## src/shared/adcsq_consts.vh

```
`ifndef ADCSQ_CONSTS_VH
`define ADCSQ_CONSTS_VH
// ****************************************
// register byte addresses
// ****************************************
`define ADCSQ_ADDR_CSR      12'h000
`define ADCSQ_ADDR_RES_HI   12'h004
`define ADCSQ_ADDR_RES_LO   12'h008
`define ADCSQ_ADDR_MODE     12'h00C
// ****************************************
// control/status field positions
// ****************************************
`define ADCSQ_CSR_DONE      7
`define ADCSQ_CSR_DIV4      6
`define ADCSQ_CSR_ON        5
`define ADCSQ_CSR_IRQEN     4
`define ADCSQ_CSR_SINGLE    3
`define ADCSQ_CSR_CH_HI     2
`define ADCSQ_CSR_CH_LO     0
`define ADCSQ_CSR_RESET     8'h00
// ****************************************
// mode register field positions
// ****************************************
`define ADCSQ_MODE_HALT     1
`define ADCSQ_MODE_STABLE   0
// ****************************************
// timing
// ****************************************
`define ADCSQ_SAMPLE_TICKS  4'h4
`define ADCSQ_SAR_STEPS     4'hA
`define ADCSQ_DIV2_LAST     2'h1
`define ADCSQ_DIV4_LAST     2'h3
`define ADCSQ_STAB_TIME_NS  1000
`endif

```

## src/rtl/adcsq_control.v

```verilog
`timescale 1ns/100ps
`include "adcsq_consts.vh"
module adcsq_control #(
    parameter CLK_MHZ     = 250,
    parameter DATA_BITS   = 10
) (
    // apb
    input  wire                 pclk,
    input  wire                 presetn,
    input  wire                 psel,
    input  wire                 penable,
    input  wire                 pwrite,
    input  wire [11:0]          paddr,
    input  wire [31:0]          pwdata,
    output reg  [31:0]          prdata,
    output wire                 pready,
    output wire                 pslverr,
    // cpu power state
    input  wire                 cpu_halt,
    // converter cell
    output reg  [2:0]           mux_channel,
    output reg                  cell_enable,
    output reg                  cell_sample,
    output reg                  cell_step,
    input  wire                 cell_bit,
    // interrupt request
    output reg                  done_irq
);
    localparam STAB_CYCLES = (`ADCSQ_STAB_TIME_NS * CLK_MHZ + 999) / 1000;
    localparam ST_IDLE   = 2'b00;
    localparam ST_SAMPLE = 2'b01;
    localparam ST_SAR    = 2'b10;
    // ****************************************
    // bus decode
    // ****************************************
    function hit;
        input [11:0] a;
        input [11:0] b;
        begin
            hit = (a == b);
        end
    endfunction
    wire acc    = psel & penable;
    wire wr     = acc & pwrite;
    wire rd     = acc & ~pwrite;
    wire wr_csr = wr & hit(paddr, `ADCSQ_ADDR_CSR);
    wire rd_hi  = rd & hit(paddr, `ADCSQ_ADDR_RES_HI);
    wire rd_lo  = rd & hit(paddr, `ADCSQ_ADDR_RES_LO);
    wire mapped = hit(paddr, `ADCSQ_ADDR_CSR) | hit(paddr, `ADCSQ_ADDR_RES_HI)
                | hit(paddr, `ADCSQ_ADDR_RES_LO) | hit(paddr, `ADCSQ_ADDR_MODE);
    assign pready  = 1'b1;
    assign pslverr = acc & ~mapped;
    // ****************************************
    // state
    // ****************************************
    reg                 done_q;
    reg                 div4_q;
    reg                 on_q;
    reg                 irqen_q;
    reg                 single_q;
    reg  [2:0]          chan_q;
    reg  [DATA_BITS-1:0] result_q;
    reg  [DATA_BITS-1:0] sar_q;
    reg                 lock_q;
    reg  [1:0]          state_q;
    reg  [3:0]          step_q;
    reg  [1:0]          div_q;
    reg  [2:0]          halt_sync_q;
    reg  [15:0]         stab_q;
    wire halt_s = halt_sync_q[2] & halt_sync_q[1];
    wire [7:0] csr_rd = {done_q, div4_q, on_q, irqen_q, single_q, chan_q};
    // converter clock enable, cpu clock over two or four
    wire [1:0] div_last = div4_q ? `ADCSQ_DIV4_LAST : `ADCSQ_DIV2_LAST;
    wire tick = (div_q == div_last);
    wire running = (state_q != ST_IDLE);
    wire new_chan = wr_csr & (pwdata[`ADCSQ_CSR_CH_HI:`ADCSQ_CSR_CH_LO] != chan_q);
    wire wr_on = wr_csr & pwdata[`ADCSQ_CSR_ON];
    wire finish = running & tick & (state_q == ST_SAR) & (step_q == 4'h0);
    wire [DATA_BITS-1:0] sar_final = sar_q | {{(DATA_BITS-1){1'b0}}, cell_bit};
    // ****************************************
    // halt sync and stabilisation
    // ****************************************
    always @(posedge pclk or negedge presetn)
    begin
        if (!presetn)
        begin
            halt_sync_q <= 3'h0;
            stab_q      <= 16'h0;
        end
        else
        begin
            halt_sync_q <= {halt_sync_q[1:0], cpu_halt};
            if (halt_s)
                stab_q <= STAB_CYCLES[15:0];
            else if (stab_q != 16'h0)
                stab_q <= stab_q - 16'h1;
        end
    end
    // ****************************************
    // control register and sequencer
    // ****************************************
    always @(posedge pclk or negedge presetn)
    begin
        if (!presetn)
        begin
            done_q   <= 1'b0;
            div4_q   <= 1'b0;
            on_q     <= 1'b0;
            irqen_q  <= 1'b0;
            single_q <= 1'b0;
            chan_q   <= 3'h0;
            result_q <= {DATA_BITS{1'b0}};
            sar_q    <= {DATA_BITS{1'b0}};
            lock_q   <= 1'b0;
            state_q  <= ST_IDLE;
            step_q   <= 4'h0;
            div_q    <= 2'h0;
            done_irq <= 1'b0;
        end
        else
        begin
            done_irq <= 1'b0;
            div_q <= tick ? 2'h0 : div_q + 2'h1;
            if (wr_csr)
            begin
                div4_q   <= pwdata[`ADCSQ_CSR_DIV4];
                on_q     <= pwdata[`ADCSQ_CSR_ON];
                irqen_q  <= pwdata[`ADCSQ_CSR_IRQEN];
                single_q <= pwdata[`ADCSQ_CSR_SINGLE];
                chan_q   <= pwdata[`ADCSQ_CSR_CH_HI:`ADCSQ_CSR_CH_LO];
            end
            if (rd_lo)
                lock_q <= 1'b1;
            if (rd_hi | (wr_csr & ~pwdata[`ADCSQ_CSR_ON]) | halt_s | (finish & single_q))
                lock_q <= 1'b0;
            if (finish)
                done_q <= 1'b1;
            else if (rd_hi)
                done_q <= 1'b0;
            else if (wr_on & ~running)
                done_q <= 1'b0;
            if (halt_s | (wr_csr & ~pwdata[`ADCSQ_CSR_ON]))
            begin
                state_q <= ST_IDLE;
                if (halt_s)
                    on_q <= 1'b0;
            end
            else if ((wr_on & ~running) | (running & new_chan))
            begin
                state_q <= ST_SAMPLE;
                step_q  <= `ADCSQ_SAMPLE_TICKS;
                sar_q   <= {DATA_BITS{1'b0}};
            end
            else if (running & tick)
            begin
                case (state_q)
                    ST_SAMPLE:
                    begin
                        step_q <= step_q - 4'h1;
                        if (step_q == 4'h1)
                        begin
                            state_q <= ST_SAR;
                            step_q  <= `ADCSQ_SAR_STEPS - 4'h1;
                        end
                    end
                    ST_SAR:
                    begin
                        sar_q <= {sar_q[DATA_BITS-2:0], cell_bit};
                        step_q <= step_q - 4'h1;
                        if (step_q == 4'h0)
                        begin
                            if (!lock_q)
                                result_q <= {sar_q[DATA_BITS-2:0], cell_bit};
                            done_irq <= irqen_q;
                            if (single_q)
                            begin
                                on_q    <= 1'b0;
                                state_q <= ST_IDLE;
                            end
                            else
                            begin
                                state_q <= ST_SAMPLE;
                                step_q  <= `ADCSQ_SAMPLE_TICKS;
                                sar_q   <= {DATA_BITS{1'b0}};
                            end
                        end
                    end
                    default:
                        state_q <= ST_IDLE;
                endcase
            end
        end
    end
    // ****************************************
    // converter cell drive
    // ****************************************
    always @(posedge pclk or negedge presetn)
    begin
        if (!presetn)
        begin
            mux_channel <= 3'h0;
            cell_enable <= 1'b0;
            cell_sample <= 1'b0;
            cell_step   <= 1'b0;
        end
        else
        begin
            mux_channel <= chan_q;
            cell_enable <= on_q & ~halt_s;
            cell_sample <= (state_q == ST_SAMPLE);
            cell_step   <= (state_q == ST_SAR) & tick;
        end
    end
    // ****************************************
    // read data
    // ****************************************
    always @(posedge pclk or negedge presetn)
    begin
        if (!presetn)
            prdata <= 32'h0;
        else if (psel & ~penable & ~pwrite)
        begin
            prdata <= 32'h0;
            if (hit(paddr, `ADCSQ_ADDR_CSR))
                prdata[7:0] <= csr_rd;
            if (hit(paddr, `ADCSQ_ADDR_RES_HI))
                prdata[7:0] <= result_q[DATA_BITS-1:DATA_BITS-8];
            if (hit(paddr, `ADCSQ_ADDR_RES_LO))
                prdata[1:0] <= result_q[1:0];
            if (hit(paddr, `ADCSQ_ADDR_MODE))
            begin
                prdata[`ADCSQ_MODE_HALT]   <= halt_s;
                prdata[`ADCSQ_MODE_STABLE] <= (stab_q == 16'h0);
            end
        end
    end
    wire unused_ok = |sar_final;
endmodule

```

## config.mk

```make
export PLATFORM = sky130hd
export DESIGN_NAME = adcsq_control
export DESIGN_NICKNAME = d
export VERILOG_FILES = /design/src/rtl/adcsq_control.v
export VERILOG_INCLUDE_DIRS = /design/src /design/src/shared
export SDC_FILE = /design/constraint.sdc
export NUM_CORES = 1
export LEC_CHECK = 0
export BUFFER_PORTS_ARGS = -buffer_cell sky130_fd_sc_hd__buf_2
export CAP_MARGIN = 40
export CORE_UTILIZATION = 35
export DETAILED_ROUTE_END_ITERATION = 12
export SYNTH_ARGS = -nofsm -noshare
export SYNTH_HDL_FRONTEND = slang
export SYNTH_SLANG_ARGS = --single-unit
```

## constraint.sdc

```tcl
create_clock -name pclk -period 4.5 [get_ports pclk]
set_input_delay 0.45 -clock pclk [delete_from_list [all_inputs] [get_ports pclk]]
set_output_delay 0.45 -clock pclk [all_outputs]
set_load 0.1 [all_outputs]
```

# --- Word level (Yosys, flattened, before mapping) ---
# Index checks and enable logic that the tools add are counted.
word_totals:
  register_bits: 70
  input_bits: 51
  out_inout_bits: 41
  elab_cells: 131
classes:
  bitwise: 38
  n_eq_ne: 10
  n_reduce_logical: 16
  addsub: 3
  mux: 44
ops:
  columns: ["op", "count"]
  rows:
  - ["2-to-1 mux 9 bit", 5]
  - ["2-to-1 mux 16 bit", 2]
  - ["equality test 12 x 4 -> 1 bit (second input constant)", 2]
  - ["AND 1 bit", 21]
  - ["2-to-1 mux 4 bit", 5]
  - ["2-to-1 mux 1 bit", 19]
  - ["2-to-1 mux 2 bit", 9]
  - ["zero test 16 bit", 1]
  - ["2-to-1 mux 8 bit", 2]
  - ["nonzero test 16 bit", 1]
  - ["subtractor 16 x 1 -> 16 bit (second input constant)", 1]
  - ["equality test 12 x 3 -> 1 bit (second input constant)", 1]
  - ["zero test 12 bit", 1]
  - ["nonzero test 2 bit", 5]
  - ["inverter 1 bit", 9]
  - ["AND reduction 3 bit", 3]
  - ["nonzero test 3 bit", 3]
  - ["!= test 4 bit (second input constant)", 2]
  - ["OR 1 bit", 8]
  - ["case mux 4 bit (2 select lines)", 1]
  - ["AND reduction 6 bit", 1]
  - ["equality test 4 x 1 -> 1 bit (second input constant)", 1]
  - ["zero test 4 bit", 1]
  - ["case mux 2 bit (2 select lines)", 1]
  - ["other kinds (6)", 6]

# --- Longest topological paths before layout ---
logic_depth:
  word_depth: 10
  mapped_depth: 8
  ltp_nobuf: 7

# --- Least setup slack after synthesis ---
# No wires, ideal clock.
synth_timing:
  kind: "input port to output port"
  startpoint: "input port paddr[5]"
  endpoint: "output port pslverr"
  cell_stages: 3
  path_slack_ns: 2.034
  arrival_ns: 2.016
  cell_sequence: "or4_4 nor4_1 nor2_1"
synth_via:
  elab_chain_len: 6
  word_cells_on_any_way: 9
  cone_classes: "eq/ne (3); bitwise (5); reduce/logical (1)"
synth_rtl:
  columns: ["item", "line_no", "rtl"]
  rows:
  - ["start: declaration", "adcsq_control.v:13", "input wire [11:0] paddr,"]
  - ["equality test 12 x 3 -> 1 bit / zero test 12 bit (equally long branches)", "adcsq_control.v:40", "hit = (a == b);"]
  - ["OR 1 bit (2 in series)", "adcsq_control.v:49", "wire mapped = hit(paddr, `ADCSQ_ADDR_CSR) | hit(paddr, `ADCSQ_ADDR_RES_HI)"]
  - ["OR 1 bit (*)", "adcsq_control.v:49", null]
  - ["inverter 1 bit (*)", "adcsq_control.v:52", "assign pslverr = acc & ~mapped;"]
  - ["AND 1 bit (*)", "adcsq_control.v:52", null]
  - ["end: declaration", "adcsq_control.v:17", "output wire pslverr,"]
# Every way passes the cells marked *; elsewhere a longest branch is shown, timed or not.

# --- Worst setup path in the final report ---
# Same ends and word-level chain as after synthesis.

==> flow_metrics.py <==
metrics = {
    "drt": {
        "wl_per_cell_um": 13.7,
        "antenna_left": 0,
        "viasPerCell": 4.88,
        "first_iter_violations": 149,
        "vias": 2613,
        "dr.pass1.iters": 4,
        "drc_errors": 0,
        "finalWirelength_um": 7330,
    },
    "cells_and_area": {
        "most-common-layout-cells": "dfrtp_1, nand2_1, buf_2",
        "final_cell_area_um2": 4020,
        "drive_above_1_share": 0.211,
        "n_fill_cell": 997,
        "layout_commonest_cell": "dfrtp_1",
        "area_delta_synth_final_pct": 11.3,
        "num_antenna_cells": 0,
        "num-nets-final": 452,
    },
    "clock_tree": {
        "root_buffer": "clkbuf_8",
        "clockBufferDepth": 2,
        "ctsHoldBuffers": 0,
        "cts_max_level": 3,
        "cts_resized": 0,
        "cts_num_sinks": 70,
        "clkSlewWorstSetupHoldPaths_ps": 80,
        "tritoncts": "done",
        "cts_setup_buffers": 0,
        "clock_latency_ps": 340,
        "cts_buffers": 9,
    },
    "logic_synthesis": {
        "yosysWarnings": 0,
        "synth-adder-area-share": 0.0139,
        "synth-simple-area-share": 0.197,
        "synth_edf_count": 0,
        "muxShareOfSynthArea": 0.0625,
        "avgSynthCellArea_um2": 10.2,
        "synth_top_family_by_area": "simple AND/OR/NAND/NOR gates",
        "synth-seq-cells": 70,
        "syn-cell-area_um2": 3610,
        "synthFlopType": "dfrtp_1",
        "async_flop_share": 1.00,
        "synth_compound_area_frac": 0.132,
        "netlist-cell-type-count": 59,
        "synthCells": 354,
        "synth_xor_area_frac": 0.0291,
        "seq_area_frac_synth": 0.486,
    },
    "die": {
        "num_rows": 36,
        "fp.dieW_um": 104,
        "die_area_um2": 10700,
        "initial_core_util": 0.366,
        "coreArea_um2": 9860,
        "io_pins": 92,
        "fp.dieH_um": 104,
    },
    "placed_design": {
        "dp_hpwl_um": 5290,
        "finalWeightedCongestion": 0.800,
        "io_buffers": 41,
        "place_area_um2": 3840,
    },
    "run_status": {
        "status": "finished clean",
    },
    "worst_setup_path": {
        "critPathLaunchType": "primary input",
        "arrival_ps": 2290,
        "worstPathRequired_ps": 4050,
        "end_kind": "output pin",
        "path_max_fanout": 5,
        "critical_path_class": "in -> out",
    },
    "sta": {
        "grt_setup_unrepaired": "no",
        "hold_ws_ps": 181,
        "slew_violations": 0,
        "worst_pin_slew_ps": 932,
        "finalClockSkew_ps": 10.9,
        "hold_viol": 0,
        "finalSetupTns_ps": 0,
        "fmax_mhz": 365,
        "setup_viol": 0,
        "max_slew_margin": 0.373,
        "post-route-period-util": 0.609,
        "period_needed_ps": 2740,
    },
    "grt": {
        "antenna_found_initial": 0,
        "groute.usage.overall": 0.148,
        "grt.overflow.total": 0,
        "grt_max_degree": 37,
        "grt_pass1_vias": 2475,
        "grt_pass1_wl_um": 12700,
    },
    "flow_run": {
        "cap_violations": 0,
    },
    "power": {
        "leakage_nw": 1.87,
        "powerDensity_nw_per_um2": 338,
        "ir_worst_vdd_mv": 0.130,
    },
    "hold_path": {
        "hp-class": "in -> async",
    },
}
==> cells in the mapped netlist (5+ instances only) <==
cell type | count | area, µm²
nor2_1 | 26 | 97.6
nor4_1 | 9 | 56.3
nand3_1 | 5 | 25.0
dfrtp_1 | 70 | 1750
mux2i_1 | 9 | 90.1
inv_1 | 10 | 37.5
a21oi_1 | 10 | 50.1
buf_4 | 25 | 188
nand2_1 | 49 | 184
o21ai_0 | 19 | 95.1
o211ai_1 | 6 | 45.0
mux2_2 | 10 | 113
xor2_1 | 9 | 78.8
o21ai_1 | 6 | 30.0
a22o_1 | 10 | 87.6
nor3_1 | 6 | 30.0
and2_1 | 6 | 37.5
==> registers in the layout, indices dropped and copies added (netlist names), 2 cells and up <==
signal       flops
stab_q          16
result_q        10
sar_q            9
prdata           8
step_q           4
chan_q           3
halt_sync_q      3
mux_channel      3
div_q            2
state_q          2
==> critical path, cell delays in order <==
cell    delay [ps]
buf_2          100
or4_4          560
nor4_1         750
nor2_1         100
buf_2          330
==> logic make-up after synthesis <==
| family | Yosys count |
|---|---|
| AO/OA/AOI/OAI | 70 |
| XOR/XNOR | 12 |
| adder cells (fa/ha/maj) | 4 |
| buffers and inverters | 45 |
| flip-flops | 70 |
| multiplexers | 20 |
| other | 2 |
| AND/OR/NAND/NOR | 131 |
==> path summary, 6_finish.rpt <==
kind / to / slack, ps / start / cells past startpoint
hold / removal: stab_q[4] / 180 / presetn / 1
setup / recovery: pslverr / 1760 / paddr[5] / 5
hold reg to reg: halt_sync_q[1] / 360 / halt_sync_q[0] / 0
min in group pclk: halt_sync_q[0] / 220 / cpu_halt / 1
setup reg to reg: result_q[8] / 2020 / step_q[0] / 7
max in group asynchronous: result_q[5] / 3370 / presetn / 2
==> cell type report <==
class	count	area, µm²	share of cell area
Clock buffer	10	138	0.0343
Sequential cell	70	1750	0.436
Tap cell	133	166	0.0414
Inverter	10	37.5	0.00935
Timing Repair Buffer	44	225	0.0561
Multi-Input combinational cell	262	1660	0.413
Clock inverter	6	37.5	0.00935
==> metrics by stage <==
step / std cells / utilization / total power (W) / setup slack (ps)
detailed placement: 519 / 0.389 / 0.000919 / 1760
CTS: 535 / 0.407 / 0.00138 / 1760
finish: 535 / 0.407 / 0.00136 / 1760
global placement: 518 / 0.389 / 0.000915 / 1780
floorplan: 377 / - / 0.000883 / 2030
global route: 535 / 0.407 / 0.00142 / 1720
==> per-layer routing <==
layer,track usage,routed length (µm),vias up
li1,-,-,1296
met1,0.208,3610,1248
met2,0.221,3300,63
met3,0.0428,341,6
met4,0.0455,72,0
met5,0,0,-
==> where the power goes <==
part | internal [W] | total [W] | switching (W)
clock | 0.000213 | 0.000452 | 0.000240
sequential | 0.000653 | 0.000680 | 0.0000271
combinational | 0.0000517 | 0.000226 | 0.000174
total | 0.000918 | 0.00136 | 0.000441
Note: power is estimated with default switching activity, not from simulation.
